**src/design/perf_counters_defines.vh**
```
`ifndef PERF_COUNTERS_DEFINES_VH
`define PERF_COUNTERS_DEFINES_VH

// ****************************************************************
// Register byte offsets
// ****************************************************************
`define OFS_CTRL_LO 12'hf00
`define OFS_CTRL_HI 12'hf04
`define OFS_IRQ_STATUS 12'hf08
`define OFS_IRQ_MASK 12'hf0c
`define OFS_MODE 12'hf10
`define OFS_COUNTER_ZERO 12'hf40
`define OFS_COUNTER_ONE 12'hf80
`define OFS_MISS_SAMPLE 12'hfc0

// ****************************************************************
// Control low word fields
// ****************************************************************
`define CTL_OVFL0_BIT 0
`define CTL_OVFL1_BIT 1
`define CTL_RATE_LSB 2
`define CTL_RATE_MSB 3
`define CTL_NODE8_BIT 4
`define CTL_EN0_BIT 8
`define CTL_EN1_BIT 9
`define CTL_SEL0_LSB 16
`define CTL_SEL0_MSB 20
`define CTL_SEL1_LSB 24
`define CTL_SEL1_MSB 28

// Control high word: node mask for nodes 0 to 7
`define CTH_NMASK_MSB 7

// ****************************************************************
// Field values and reset values
// ****************************************************************
`define SEL_CARRY_ONE 5'h15
`define RATE_EVERY_32 2'h0
`define RATE_EVERY_64 2'h1
`define RATE_EVERY_1 2'h2
`define RATE_EVERY_256 2'h3
// Last miss count before a capture, per rate code
`define LAST_CNT_32 8'h1f
`define LAST_CNT_64 8'h3f
`define LAST_CNT_1 8'h00
`define LAST_CNT_256 8'hff
`define RST_RATE 2'h0
`define RST_SEL 5'h00
`define RST_NMASK 8'h00
`define RST_IRQ_MASK 3'h0
`define IO_NODE_ID 4'h8

// Interrupt status bits
`define IRQ_OVFL0_BIT 0
`define IRQ_OVFL1_BIT 1
`define IRQ_SAMPLE_BIT 2

// Miss sample word fields
`define MS_NEW_BIT 31
`define MS_KIND_LSB 29
`define MS_KIND_MSB 30
`define MS_ADDR_MSB 28

`endif

```
**src/design/event_counter.v**
```verilog
`timescale 1ns/1ps

// ****************************************************************
// One 32-bit event counter with sticky overflow
// ****************************************************************
module event_counter #(
    parameter WIDTH = 32
) (
    input wire sys_clk_i, // System clock
    input wire rst_b_i, // Async reset, active low
    input wire enable_i, // Counter running
    input wire event_i, // Qualified event pulse
    input wire clear_i, // Software clear pulse
    output reg [WIDTH-1:0] count_o, // Current count
    output reg ovfl_o, // Sticky overflow flag
    output reg carry_o // One-cycle carry pulse
);

    wire wrap;

    assign wrap = &count_o;

    always @(posedge sys_clk_i or negedge rst_b_i) begin
        if (!rst_b_i) begin
            count_o <= {WIDTH{1'b0}};
            ovfl_o <= 1'b0;
            carry_o <= 1'b0;
        end else if (clear_i) begin
            count_o <= {WIDTH{1'b0}};
            ovfl_o <= 1'b0;
            carry_o <= 1'b0;
        end else begin
            // Halted counter keeps its value so it resumes where it stopped
            carry_o <= 1'b0;
            if (enable_i && event_i) begin
                count_o <= count_o + {{(WIDTH-1){1'b0}}, 1'b1};
                if (wrap) begin
                    ovfl_o <= 1'b1;
                    carry_o <= 1'b1;
                end
            end
        end
    end

endmodule // event_counter

```
**src/design/miss_sampler.v**
```verilog
`timescale 1ns/1ps
`include "perf_counters_defines.vh"

// ****************************************************************
// Samples every nth backup-cache miss
// ****************************************************************
module miss_sampler #(
    parameter ADDR_W = 29
) (
    input wire sys_clk_i, // System clock
    input wire rst_b_i, // Async reset, active low
    input wire later_rev_i, // Later interface revision layout
    input wire [1:0] rate_i, // Sample rate select
    input wire miss_valid_i, // Miss pulse
    input wire [ADDR_W-1:0] miss_addr_i, // Miss block address
    input wire [1:0] miss_kind_i, // Kind of miss
    input wire wr_i, // Software write (earlier layout)
    input wire [ADDR_W-1:0] wr_addr_i, // Software write data
    input wire rd_i, // Software read completed
    output reg [ADDR_W-1:0] addr_o, // Sampled address
    output reg [1:0] kind_o, // Sampled kind
    output reg new_o, // New sample flag
    output reg capture_o // One-cycle capture pulse
);

    reg [7:0] miss_cnt_q;
    wire [7:0] last_cnt;
    wire take;

    function [7:0] rate_last;
        input [1:0] rate;
        begin
            case (rate)
                `RATE_EVERY_32: rate_last = `LAST_CNT_32;
                `RATE_EVERY_64: rate_last = `LAST_CNT_64;
                `RATE_EVERY_1: rate_last = `LAST_CNT_1;
                default: rate_last = `LAST_CNT_256;
            endcase
        end
    endfunction

    assign last_cnt = rate_last(rate_i);
    assign take = miss_valid_i && (miss_cnt_q >= last_cnt);

    always @(posedge sys_clk_i or negedge rst_b_i) begin
        if (!rst_b_i) begin
            miss_cnt_q <= 8'h00;
            addr_o <= {ADDR_W{1'b0}};
            kind_o <= 2'h0;
            new_o <= 1'b0;
            capture_o <= 1'b0;
        end else begin
            capture_o <= take;
            if (miss_valid_i) begin
                miss_cnt_q <= take ? 8'h00 : miss_cnt_q + 8'h01;
            end
            if (take) begin
                addr_o <= miss_addr_i;
                kind_o <= miss_kind_i;
            end else if (wr_i && !later_rev_i) begin
                addr_o <= wr_addr_i;
            end
            // A capture in the same cycle as the read keeps the flag set
            if (take) begin
                new_o <= 1'b1;
            end else if (rd_i) begin
                new_o <= 1'b0;
            end
        end
    end

endmodule // miss_sampler

```
**src/design/perf_counters_miss_sampler.v**
```verilog
`timescale 1ns/1ps
`include "perf_counters_defines.vh"

module perf_counters_miss_sampler #(
    parameter CNT_W = 32,
    parameter ADDR_W = 29,
    parameter N_EVENTS = 32,
    parameter [3:0] REVISION = 4'h3, // Arbitrary revision value
    parameter LATER_REV = 1
) (
    input wire sys_clk_i, // System clock, 250 MHz
    input wire rst_b_i, // Async reset, active low
    input wire psel, // APB select
    input wire penable, // APB enable
    input wire pwrite, // APB write
    input wire [11:0] paddr, // APB byte address
    input wire [31:0] pwdata, // APB write data
    output reg [31:0] prdata, // APB read data
    output reg pready, // APB ready
    output reg pslverr, // APB error on unmapped address
    input wire [N_EVENTS-1:0] events_i, // Event pulses indexed by select code
    input wire [3:0] event_node_i, // Bus node that caused the events
    input wire miss_valid_i, // Backup-cache miss pulse
    input wire [ADDR_W-1:0] miss_addr_i, // Miss block address
    input wire [1:0] miss_kind_i, // Miss kind code
    output reg irq_o // Level interrupt
);

    // ****************************************************************
    // Revision layout
    // ****************************************************************
    // Fixed at build time, so the sampler layout never changes under software
    localparam LATER = (LATER_REV != 0) ? 1'b1 : 1'b0;

    // ****************************************************************
    // Control state
    // ****************************************************************
    reg en0_q;
    reg en1_q;
    reg [4:0] sel0_q;
    reg [4:0] sel1_q;
    reg [1:0] rate_q;
    reg node8_q;
    reg [`CTH_NMASK_MSB:0] nmask_q;
    reg [2:0] irq_stat_q;
    reg [2:0] irq_mask_q;

    wire [CNT_W-1:0] count0;
    wire [CNT_W-1:0] count1;
    wire ovfl0;
    wire ovfl1;
    wire carry0;
    wire carry1;
    wire [ADDR_W-1:0] ms_addr;
    wire [1:0] ms_kind;
    wire ms_new;
    wire ms_capture;

    // ****************************************************************
    // APB decode
    // ****************************************************************
    wire access;
    wire done;
    wire wr_done;
    wire rd_done;
    wire mapped;

    assign access = psel && penable;
    // Transfers finish on the second access cycle so read data comes from a flop
    assign done = access && pready;
    assign wr_done = done && pwrite && !pslverr;
    assign rd_done = done && !pwrite && !pslverr;

    function is_mapped;
        input [11:0] a;
        begin
            case (a)
                `OFS_CTRL_LO, `OFS_CTRL_HI, `OFS_IRQ_STATUS, `OFS_IRQ_MASK,
                `OFS_MODE, `OFS_COUNTER_ZERO, `OFS_COUNTER_ONE,
                `OFS_MISS_SAMPLE: is_mapped = 1'b1;
                default: is_mapped = 1'b0;
            endcase
        end
    endfunction

    assign mapped = is_mapped(paddr);

    wire wr_ctrl_lo;
    wire wr_ctrl_hi;
    wire wr_stat;
    wire wr_mask;
    wire wr_cnt0;
    wire wr_cnt1;
    wire wr_ms;
    wire rd_ms;

    assign wr_ctrl_lo = wr_done && (paddr == `OFS_CTRL_LO);
    assign wr_ctrl_hi = wr_done && (paddr == `OFS_CTRL_HI);
    assign wr_stat = wr_done && (paddr == `OFS_IRQ_STATUS);
    assign wr_mask = wr_done && (paddr == `OFS_IRQ_MASK);
    assign wr_cnt0 = wr_done && (paddr == `OFS_COUNTER_ZERO);
    assign wr_cnt1 = wr_done && (paddr == `OFS_COUNTER_ONE);
    assign wr_ms = wr_done && (paddr == `OFS_MISS_SAMPLE);
    assign rd_ms = rd_done && (paddr == `OFS_MISS_SAMPLE);

    // ****************************************************************
    // Event selection and node qualification
    // ****************************************************************
    wire [N_EVENTS-1:0] ev_vec;
    wire node_ok0;
    wire node_ok1;
    wire ev0;
    wire ev1;

    // An all-zero node mask with the node 8 bit clear leaves events unqualified
    function node_pass;
        input [`CTH_NMASK_MSB:0] mask;
        input ext8;
        input [3:0] node;
        begin
            if ((mask == `RST_NMASK) && !ext8) begin
                node_pass = 1'b1;
            end else if (node == `IO_NODE_ID) begin
                node_pass = ext8;
            end else if (node[3]) begin
                node_pass = 1'b0;
            end else begin
                node_pass = mask[node[2:0]];
            end
        end
    endfunction

    function [N_EVENTS-1:0] with_carry;
        input [N_EVENTS-1:0] ev;
        input cy;
        reg [N_EVENTS-1:0] v;
        begin
            v = ev;
            v[`SEL_CARRY_ONE] = cy;
            with_carry = v;
        end
    endfunction

    assign ev_vec = with_carry(events_i, carry1);
    assign node_ok0 = node_pass(nmask_q, 1'b0, event_node_i);
    assign node_ok1 = node_pass(nmask_q, node8_q, event_node_i);
    // The chained carry is internal, so it bypasses node qualification
    assign ev0 = ev_vec[sel0_q] && ((sel0_q == `SEL_CARRY_ONE) || node_ok0);
    assign ev1 = ev_vec[sel1_q] && ((sel1_q == `SEL_CARRY_ONE) || node_ok1);

    // ****************************************************************
    // Counters and sampler
    // ****************************************************************
    // A chained pair is not latched as one: read zero, then one, then zero
    // again, and read again if zero has moved
    event_counter #(
        .WIDTH(CNT_W)
    ) u_counter_zero (
        .sys_clk_i(sys_clk_i),
        .rst_b_i(rst_b_i),
        .enable_i(en0_q),
        .event_i(ev0),
        .clear_i(wr_cnt0),
        .count_o(count0),
        .ovfl_o(ovfl0),
        .carry_o(carry0)
    );

    event_counter #(
        .WIDTH(CNT_W)
    ) u_counter_one (
        .sys_clk_i(sys_clk_i),
        .rst_b_i(rst_b_i),
        .enable_i(en1_q),
        .event_i(ev1),
        .clear_i(wr_cnt1),
        .count_o(count1),
        .ovfl_o(ovfl1),
        .carry_o(carry1)
    );

    miss_sampler #(
        .ADDR_W(ADDR_W)
    ) u_miss_sampler (
        .sys_clk_i(sys_clk_i),
        .rst_b_i(rst_b_i),
        .later_rev_i(LATER),
        .rate_i(rate_q),
        .miss_valid_i(miss_valid_i),
        .miss_addr_i(miss_addr_i),
        .miss_kind_i(miss_kind_i),
        .wr_i(wr_ms),
        .wr_addr_i(pwdata[ADDR_W-1:0]),
        .rd_i(rd_ms && LATER),
        .addr_o(ms_addr),
        .kind_o(ms_kind),
        .new_o(ms_new),
        .capture_o(ms_capture)
    );

    // ****************************************************************
    // Control registers
    // ****************************************************************
    always @(posedge sys_clk_i or negedge rst_b_i) begin
        if (!rst_b_i) begin
            en0_q <= 1'b0;
            en1_q <= 1'b0;
            sel0_q <= `RST_SEL;
            sel1_q <= `RST_SEL;
            rate_q <= `RST_RATE;
            node8_q <= 1'b0;
            nmask_q <= `RST_NMASK;
        end else begin
            if (wr_ctrl_lo) begin
                en0_q <= pwdata[`CTL_EN0_BIT];
                en1_q <= pwdata[`CTL_EN1_BIT];
                sel0_q <= pwdata[`CTL_SEL0_MSB:`CTL_SEL0_LSB];
                sel1_q <= pwdata[`CTL_SEL1_MSB:`CTL_SEL1_LSB];
                rate_q <= pwdata[`CTL_RATE_MSB:`CTL_RATE_LSB];
                node8_q <= pwdata[`CTL_NODE8_BIT];
            end
            if (wr_ctrl_hi) begin
                nmask_q <= pwdata[`CTH_NMASK_MSB:0];
            end
            // Counter writes only halt that one counter
            if (wr_cnt0) begin
                en0_q <= 1'b0;
            end
            if (wr_cnt1) begin
                en1_q <= 1'b0;
            end
        end
    end

    // ****************************************************************
    // Interrupt status and mask
    // ****************************************************************
    reg ovfl0_d1_q;
    reg ovfl1_d1_q;
    wire [2:0] irq_set;

    // Status follows the overflow edge, so a flag left set raises no second request
    assign irq_set = {ms_capture, ovfl1 && !ovfl1_d1_q, ovfl0 && !ovfl0_d1_q};

    always @(posedge sys_clk_i or negedge rst_b_i) begin
        if (!rst_b_i) begin
            ovfl0_d1_q <= 1'b0;
            ovfl1_d1_q <= 1'b0;
            irq_stat_q <= 3'h0;
            irq_mask_q <= `RST_IRQ_MASK;
            irq_o <= 1'b0;
        end else begin
            ovfl0_d1_q <= ovfl0;
            ovfl1_d1_q <= ovfl1;
            // Set wins over a same-cycle write-one-to-clear
            irq_stat_q <= (irq_stat_q & ~(wr_stat ? pwdata[2:0] : 3'h0)) | irq_set;
            if (wr_mask) begin
                irq_mask_q <= pwdata[2:0];
            end
            irq_o <= |(irq_stat_q & irq_mask_q);
        end
    end

    // ****************************************************************
    // Read mux
    // ****************************************************************
    reg [31:0] rd_mux;

    always @* begin
        rd_mux = 32'h0000_0000;
        case (paddr)
            `OFS_CTRL_LO: begin
                rd_mux[`CTL_OVFL0_BIT] = ovfl0;
                rd_mux[`CTL_OVFL1_BIT] = ovfl1;
                rd_mux[`CTL_RATE_MSB:`CTL_RATE_LSB] = rate_q;
                rd_mux[`CTL_NODE8_BIT] = node8_q;
                // Bits 7 to 5 stay at the zero default
                rd_mux[`CTL_EN0_BIT] = en0_q;
                rd_mux[`CTL_EN1_BIT] = en1_q;
                rd_mux[`CTL_SEL0_MSB:`CTL_SEL0_LSB] = sel0_q;
                rd_mux[`CTL_SEL1_MSB:`CTL_SEL1_LSB] = sel1_q;
            end
            `OFS_CTRL_HI: rd_mux[`CTH_NMASK_MSB:0] = nmask_q;
            `OFS_IRQ_STATUS: rd_mux[2:0] = irq_stat_q;
            `OFS_IRQ_MASK: rd_mux[2:0] = irq_mask_q;
            `OFS_MODE: rd_mux[3:0] = REVISION;
            `OFS_COUNTER_ZERO: rd_mux[CNT_W-1:0] = count0;
            `OFS_COUNTER_ONE: rd_mux[CNT_W-1:0] = count1;
            `OFS_MISS_SAMPLE: begin
                rd_mux[ADDR_W-1:0] = ms_addr;
                if (LATER) begin
                    rd_mux[`MS_NEW_BIT] = ms_new;
                    rd_mux[`MS_KIND_MSB:`MS_KIND_LSB] = ms_kind;
                end else begin
                    rd_mux[`MS_NEW_BIT:`MS_KIND_LSB] = 3'h0;
                end
            end
            default: rd_mux = 32'h0000_0000;
        endcase
    end

    // ****************************************************************
    // APB answer: one wait state, then ready for one cycle
    // ****************************************************************
    always @(posedge sys_clk_i or negedge rst_b_i) begin
        if (!rst_b_i) begin
            prdata <= 32'h0000_0000;
            pready <= 1'b0;
            pslverr <= 1'b0;
        end else if (access && !pready) begin
            pready <= 1'b1;
            pslverr <= !mapped;
            // Writes and refused reads return zero so no stale word leaks
            prdata <= (pwrite || !mapped) ? 32'h0000_0000 : rd_mux;
        end else begin
            pready <= 1'b0;
            pslverr <= 1'b0;
        end
    end

endmodule // perf_counters_miss_sampler

```
**config.mk**
```make
export PLATFORM = sky130hd
export DESIGN_NAME = perf_counters_miss_sampler
export DESIGN_NICKNAME = d
export VERILOG_FILES = /design/src/design/event_counter.v /design/src/design/miss_sampler.v /design/src/design/perf_counters_miss_sampler.v
export VERILOG_INCLUDE_DIRS = /design/src /design/src/design
export SDC_FILE = /design/constraint.sdc
export NUM_CORES = 1
export LEC_CHECK = 0
export BUFFER_PORTS_ARGS = -buffer_cell sky130_fd_sc_hd__buf_2
export CELL_PAD_IN_SITES_DETAIL_PLACEMENT = 1
export CELL_PAD_IN_SITES_GLOBAL_PLACEMENT = 2
export CORE_MARGIN = 5
export CORE_UTILIZATION = 37
export CTS_CLUSTER_DIAMETER = 30
export DETAILED_ROUTE_END_ITERATION = 10
export GPL_TIMING_DRIVEN = 1
export PLACE_DENSITY = 0.76
export RECOVER_POWER = 100
export SKIP_LAST_GASP = 1
export SLEW_MARGIN = 40
export SYNTH_ARGS = -nofsm -noshare
export SYNTH_HDL_FRONTEND = slang
export SYNTH_SLANG_ARGS = --single-unit
```
**constraint.sdc**
```tcl
create_clock -name sys_clk_i -period 3.2 [get_ports sys_clk_i]
set_input_delay 0.64 -clock sys_clk_i [delete_from_list [all_inputs] [get_ports sys_clk_i]]
set_output_delay 0.64 -clock sys_clk_i [all_outputs]
set_load 0.1 [all_outputs]
```
==> flow_summary.html <==
<table>
<tr><th>Metric</th><th>Value</th></tr>
<tr><th colspan="2">Timing</th></tr>
<tr><td>Fin. Hold Viols</td><td>0</td></tr>
<tr><td>Setup violations, final</td><td>0</td></tr>
<tr><td>Number of max-slew violations in the final report</td><td>105</td></tr>
<tr><td>RSZ-0062 raised after global routing</td><td>no</td></tr>
<tr><td>Slew at the pin closest to its max-slew limit</td><td>2.11 ns</td></tr>
<tr><td>Setup WS post-layout</td><td>0.257 ns</td></tr>
<tr><td>Summed negative setup slack over all endpoints</td><td>0 ns</td></tr>
<tr><td>Final-layout worst hold slack</td><td>0.418 ns</td></tr>
<tr><td>Worst clock skew</td><td>0.0151 ns</td></tr>
<tr><td>Timing-limited maximum frequency</td><td>340 MHz</td></tr>
<tr><td>Min Tclk post-route</td><td>2.94 ns</td></tr>
<tr><td>Slew headroom</td><td>-0.404</td></tr>
<tr><td>Final cycle utilization of the critical path</td><td>0.920</td></tr>
<tr><th colspan="2">Placed design</th></tr>
<tr><td>Placement Setup Slack</td><td>0.277 ns</td></tr>
<tr><td>Port-buffer cells</td><td>138</td></tr>
<tr><td>Placed insts</td><td>1325</td></tr>
<tr><td>Dpl hpwl</td><td>22600 um</td></tr>
<tr><td>Final weighted congestion of routability-driven global placement</td><td>0.797</td></tr>
<tr><td>Placement-stage cell area</td><td>10700 um2</td></tr>
<tr><th colspan="2">Clock network</th></tr>
<tr><td>Number of buffers created by CTS</td><td>17</td></tr>
<tr><td>Clock slew seen by the registers of the worst setup and hold paths</td><td>0.08 ns</td></tr>
<tr><td>Gates resized, CTS repair</td><td>0</td></tr>
<tr><td>Number of buffers inserted for hold repair after clock tree synthesis</td><td>0</td></tr>
<tr><td>Root buffer cell</td><td>sky130_fd_sc_hd__clkbuf_16</td></tr>
<tr><td>Maximum number of buffers from clock root to sink</td><td>2</td></tr>
<tr><td>Clock insertion delay at the later pin of the skew report</td><td>0.44 ns</td></tr>
<tr><td>Number of clock sinks</td><td>174</td></tr>
<tr><td>H-tree level count</td><td>4</td></tr>
<tr><td>Clock tree from TritonCTS</td><td>done</td></tr>
<tr><td>Buffers inserted by post-CTS timing repair</td><td>0</td></tr>
<tr><th colspan="2">Logic synthesis</th></tr>
<tr><td>Part of the Yosys area used for sequential elements</td><td>0.447</td></tr>
<tr><td>Post-synthesis cell count</td><td>891</td></tr>
<tr><td>Number of distinct library cell variants in the gate-level netlist after synthesis</td><td>67</td></tr>
<tr><td>Predominant post-synthesis flop cell</td><td>sky130_fd_sc_hd__dfrtp_1</td></tr>
<tr><td>Synthesized netlist net count</td><td>1015</td></tr>
<tr><td>Average instance area after synthesis</td><td>10.9 um2</td></tr>
<tr><td>Share of synthesized registers carrying an async set or reset</td><td>1.00</td></tr>
<tr><td>Post-Synthesis Cell Area</td><td>9740 um2</td></tr>
<tr><td>Number of storage elements in the synthesis netlist</td><td>174</td></tr>
<tr><td>Count of flip-flops with a built-in enable after synthesis</td><td>0</td></tr>
<tr><td>Warnings, synthesis</td><td>0</td></tr>
<tr><th colspan="2">Power</th></tr>
<tr><td>Power spent charging and discharging nets</td><td>2.23 mW</td></tr>
<tr><td>Flop pwr share</td><td>0.461</td></tr>
<tr><td>Part of the total power dissipated in combinational logic</td><td>0.211</td></tr>
<tr><td>IR Drop Worst-Case VDD</td><td>0.336 mV</td></tr>
<tr><td>Relative contribution of the clock network to total power</td><td>0.328</td></tr>
<tr><td>Overall power consumption</td><td>6.59 mW</td></tr>
<tr><td>Switch share</td><td>0.339</td></tr>
<tr><td>Cell internal power dissipation</td><td>4.36 mW</td></tr>
<tr><td>Static power due to leakage</td><td>4.61 nW</td></tr>
<tr><td>Power density relative to cell area</td><td>591 nW/um2</td></tr>
<tr><th colspan="2">GRT</th></tr>
<tr><td>Maximum number of pins on one net before global-route repair</td><td>70</td></tr>
<tr><td>Number of global-route vias before repair</td><td>8516</td></tr>
<tr><td>Overflow left after global routing</td><td>0</td></tr>
<tr><td>First-pass GRT wire length</td><td>49500 um</td></tr>
<tr><td>Total routing usage reported by global routing</td><td>0.215</td></tr>
<tr><td>Number of antenna violations at the first check in global routing</td><td>0</td></tr>
<tr><th colspan="2">Routing</th></tr>
<tr><td>Remaining number of nets flagged by the antenna check after routing</td><td>0</td></tr>
<tr><td>Via count</td><td>8024</td></tr>
<tr><td>Number of DRC violations after detailed routing</td><td>0</td></tr>
<tr><td>Detailed Route Iter0 Violations</td><td>525</td></tr>
<tr><td>Final wirelength</td><td>31300 um</td></tr>
<tr><td>DR WL/cell</td><td>23.1 um</td></tr>
<tr><td>Pre-Repair DR Iteration Count</td><td>5</td></tr>
<tr><td>Via density per instance</td><td>5.91</td></tr>
<tr><th colspan="2">Worst hold path</th></tr>
<tr><td>Class of the most critical hold timing path</td><td>input port to flip-flop</td></tr>
<tr><td>Count of cells along the worst hold path</td><td>2</td></tr>
<tr><th colspan="2">Worst setup path</th></tr>
<tr><td>Arrival time worst endpoint</td><td>3.26 ns</td></tr>
<tr><td>Worst setup path category</td><td>flip-flop to flip-flop</td></tr>
<tr><td>Endpoint type of the worst setup path</td><td>flip-flop</td></tr>
<tr><td>Critical path fanouts, max</td><td>36</td></tr>
<tr><td>Worst setup SP type</td><td>flip-flop</td></tr>
<tr><td>Required time at the worst-slack endpoint</td><td>3.51 ns</td></tr>
<tr><td>Count of cells along the worst register-to-register path</td><td>8</td></tr>
<tr><th colspan="2">Floorplan</th></tr>
<tr><td>Die span in x</td><td>172 um</td></tr>
<tr><td>Floorplan Core Area</td><td>26000 um2</td></tr>
<tr><td>I/O Pins</td><td>152</td></tr>
<tr><td>Effective utilization at floorplan</td><td>0.375</td></tr>
<tr><td>Placement row count</td><td>59</td></tr>
<tr><td>Die Span Y</td><td>172 um</td></tr>
<tr><td>Die footprint</td><td>29700 um2</td></tr>
<tr><th colspan="2">Job</th></tr>
<tr><td>Max-cap violation count</td><td>2</td></tr>
<tr><th colspan="2">Final layout</th></tr>
<tr><td>Final Net Count</td><td>1133</td></tr>
<tr><td>Finished Cell Area</td><td>11100 um2</td></tr>
<tr><td>Number of inserted filler cells in the final layout</td><td>2963</td></tr>
<tr><td>Area overhead of the layout relative to synthesis</td><td>14.5%</td></tr>
<tr><td>Utilization after layout</td><td>0.429</td></tr>
<tr><td>Fraction of final layout cells sized beyond drive strength 1</td><td>0.229</td></tr>
<tr><td>Number of diodes</td><td>0</td></tr>
<tr><td>Non-filler instance count after layout</td><td>1357</td></tr>
<tr><th colspan="2">Outcome</th></tr>
<tr><td>Violated checks</td><td>capacitance limit, slew limit</td></tr>
<tr><td>Run status</td><td>complete, but fails checks</td></tr>
</table>
==> registers in the layout (all words and copies together), names as in the netlist, 3 cells and up <==
register / count
prdata: 32
u_counter_one.count_o: 32
u_counter_zero.count_o: 32
u_miss_sampler.addr_o: 29
nmask_q: 8
u_miss_sampler.miss_cnt_q: 8
sel0_q: 5
sel1_q: 5
irq_mask_q: 3
irq_stat_q: 3
==> area by class of cell <==
class | instances | area (um2) | area share
Clock buffer | 17 | 425 | 0.0382
Tap cell | 335 | 419 | 0.0376
Timing Repair Buffer | 163 | 842 | 0.0755
Inverter | 17 | 63.8 | 0.00572
Clock inverter | 15 | 175 | 0.0157
Multi-Input combinational cell | 636 | 4870 | 0.437
Sequential cell | 174 | 4350 | 0.391
==> power groups by stage <==
stage	Sequential, mW	Combinational [mW]	Clock, mW
CTS	3.04	1.54	2.21
global route	3.09	1.56	2.30
finish	3.03	1.39	2.16
detailed placement	3.08	1.53	0
global placement	3.07	1.48	0
floorplan	2.88	1.17	0
==> worst paths after layout <==
path / startpoint / to / slack, ns
hold / removal: miss_addr_i[12] / u_miss_sampler.addr_o[12]$_DFFE_PN0P_ / 0.42
max in group asynchronous: rst_b_i / u_counter_zero.count_o[23]$_DFFE_PN0P_ / 0.72
min in group asynchronous: rst_b_i / irq_mask_q[2]$_DFFE_PN0P_ / 0.67
hold reg to reg: u_miss_sampler.capture_o$_DFF_PN0_ / irq_stat_q[2]$_DFF_PN0_ / 0.44
setup reg to reg: rate_q[1]$_DFFE_PN0P_ / u_miss_sampler.addr_o[27]$_DFFE_PN0P_ / 0.26
setup / recovery: rate_q[1]$_DFFE_PN0P_ / u_miss_sampler.addr_o[27]$_DFFE_PN0P_ / 0.26
==> cell usage after synthesis, types with 24 or more instances <==
cell	count	area (um2)
sky130_fd_sc_hd__nand3_1	24	120
sky130_fd_sc_hd__clkbuf_1	28	105
sky130_fd_sc_hd__mux2_2	40	450
sky130_fd_sc_hd__or4_1	48	360
sky130_fd_sc_hd__nand4_1	25	156
sky130_fd_sc_hd__mux2_4	25	375
sky130_fd_sc_hd__dfrtp_1	174	4350
sky130_fd_sc_hd__o31ai_1	47	353
sky130_fd_sc_hd__mux4_2	24	541
sky130_fd_sc_hd__nor2_1	24	90.1
sky130_fd_sc_hd__o21ai_0	33	165
sky130_fd_sc_hd__nand2_1	74	278
sky130_fd_sc_hd__a21oi_1	62	310
==> routing by layer <==
layer,up-vias,global-route usage,routed length (um)
li1,3694,-,-
met1,4141,0.292,14100
met2,150,0.362,15400
met3,39,0.0345,1230
met4,0,0.0557,603
met5,-,0,0
==> cells in the final DEF, fill, tap and decap left out, types with 13 or more instances in the layout <==
cell and count:
sky130_fd_sc_hd__clkbuf_16 17, sky130_fd_sc_hd__a32o_1 14, sky130_fd_sc_hd__nand2_1 74, sky130_fd_sc_hd__buf_4 13, sky130_fd_sc_hd__o21ai_0 33, sky130_fd_sc_hd__nand3_1 24
sky130_fd_sc_hd__mux2_1 25, sky130_fd_sc_hd__o31ai_1 47, sky130_fd_sc_hd__buf_2 101, sky130_fd_sc_hd__mux2i_1 18, sky130_fd_sc_hd__nor2_1 24, sky130_fd_sc_hd__nor2b_1 13
sky130_fd_sc_hd__or4_1 48, sky130_fd_sc_hd__and3_1 16, sky130_fd_sc_hd__inv_1 17, sky130_fd_sc_hd__nand4_1 25, sky130_fd_sc_hd__clkbuf_1 41, sky130_fd_sc_hd__dfrtp_1 174
sky130_fd_sc_hd__a21oi_1 62, sky130_fd_sc_hd__mux2_2 39, sky130_fd_sc_hd__mux4_2 24, sky130_fd_sc_hd__a22oi_1 19
==> critical path: stages, from the launching register on <==
cell	delay (ns)
sky130_fd_sc_hd__dfrtp_1	0.41
sky130_fd_sc_hd__nor2b_1	0.22
sky130_fd_sc_hd__ha_1	0.27
sky130_fd_sc_hd__or4_1	0.51
sky130_fd_sc_hd__o21ai_1	0.13
sky130_fd_sc_hd__a21boi_0	0.10
sky130_fd_sc_hd__o41a_4	0.40
sky130_fd_sc_hd__and2_4	0.34
sky130_fd_sc_hd__mux2_1	0.39
==> cells by family (layout without fill, tap and decap cells) <==
| logic type | count (synthesis) | in the layout | synth area share |
|---|---|---|---|
| AOI/OAI and AO/OA | 219 | 219 | 0.154 |
| xor gates and xnor gates | 4 | 4 | 0.00360 |
| adders and majority gates | 7 | 7 | 0.00900 |
| buffers and inverters | 81 | 212 | 0.0447 |
| DFF | 174 | 174 | 0.447 |
| muxes | 112 | 112 | 0.168 |
| and+or+nand+nor | 294 | 294 | 0.174 |
Note: power is estimated with default switching activity, not from simulation.
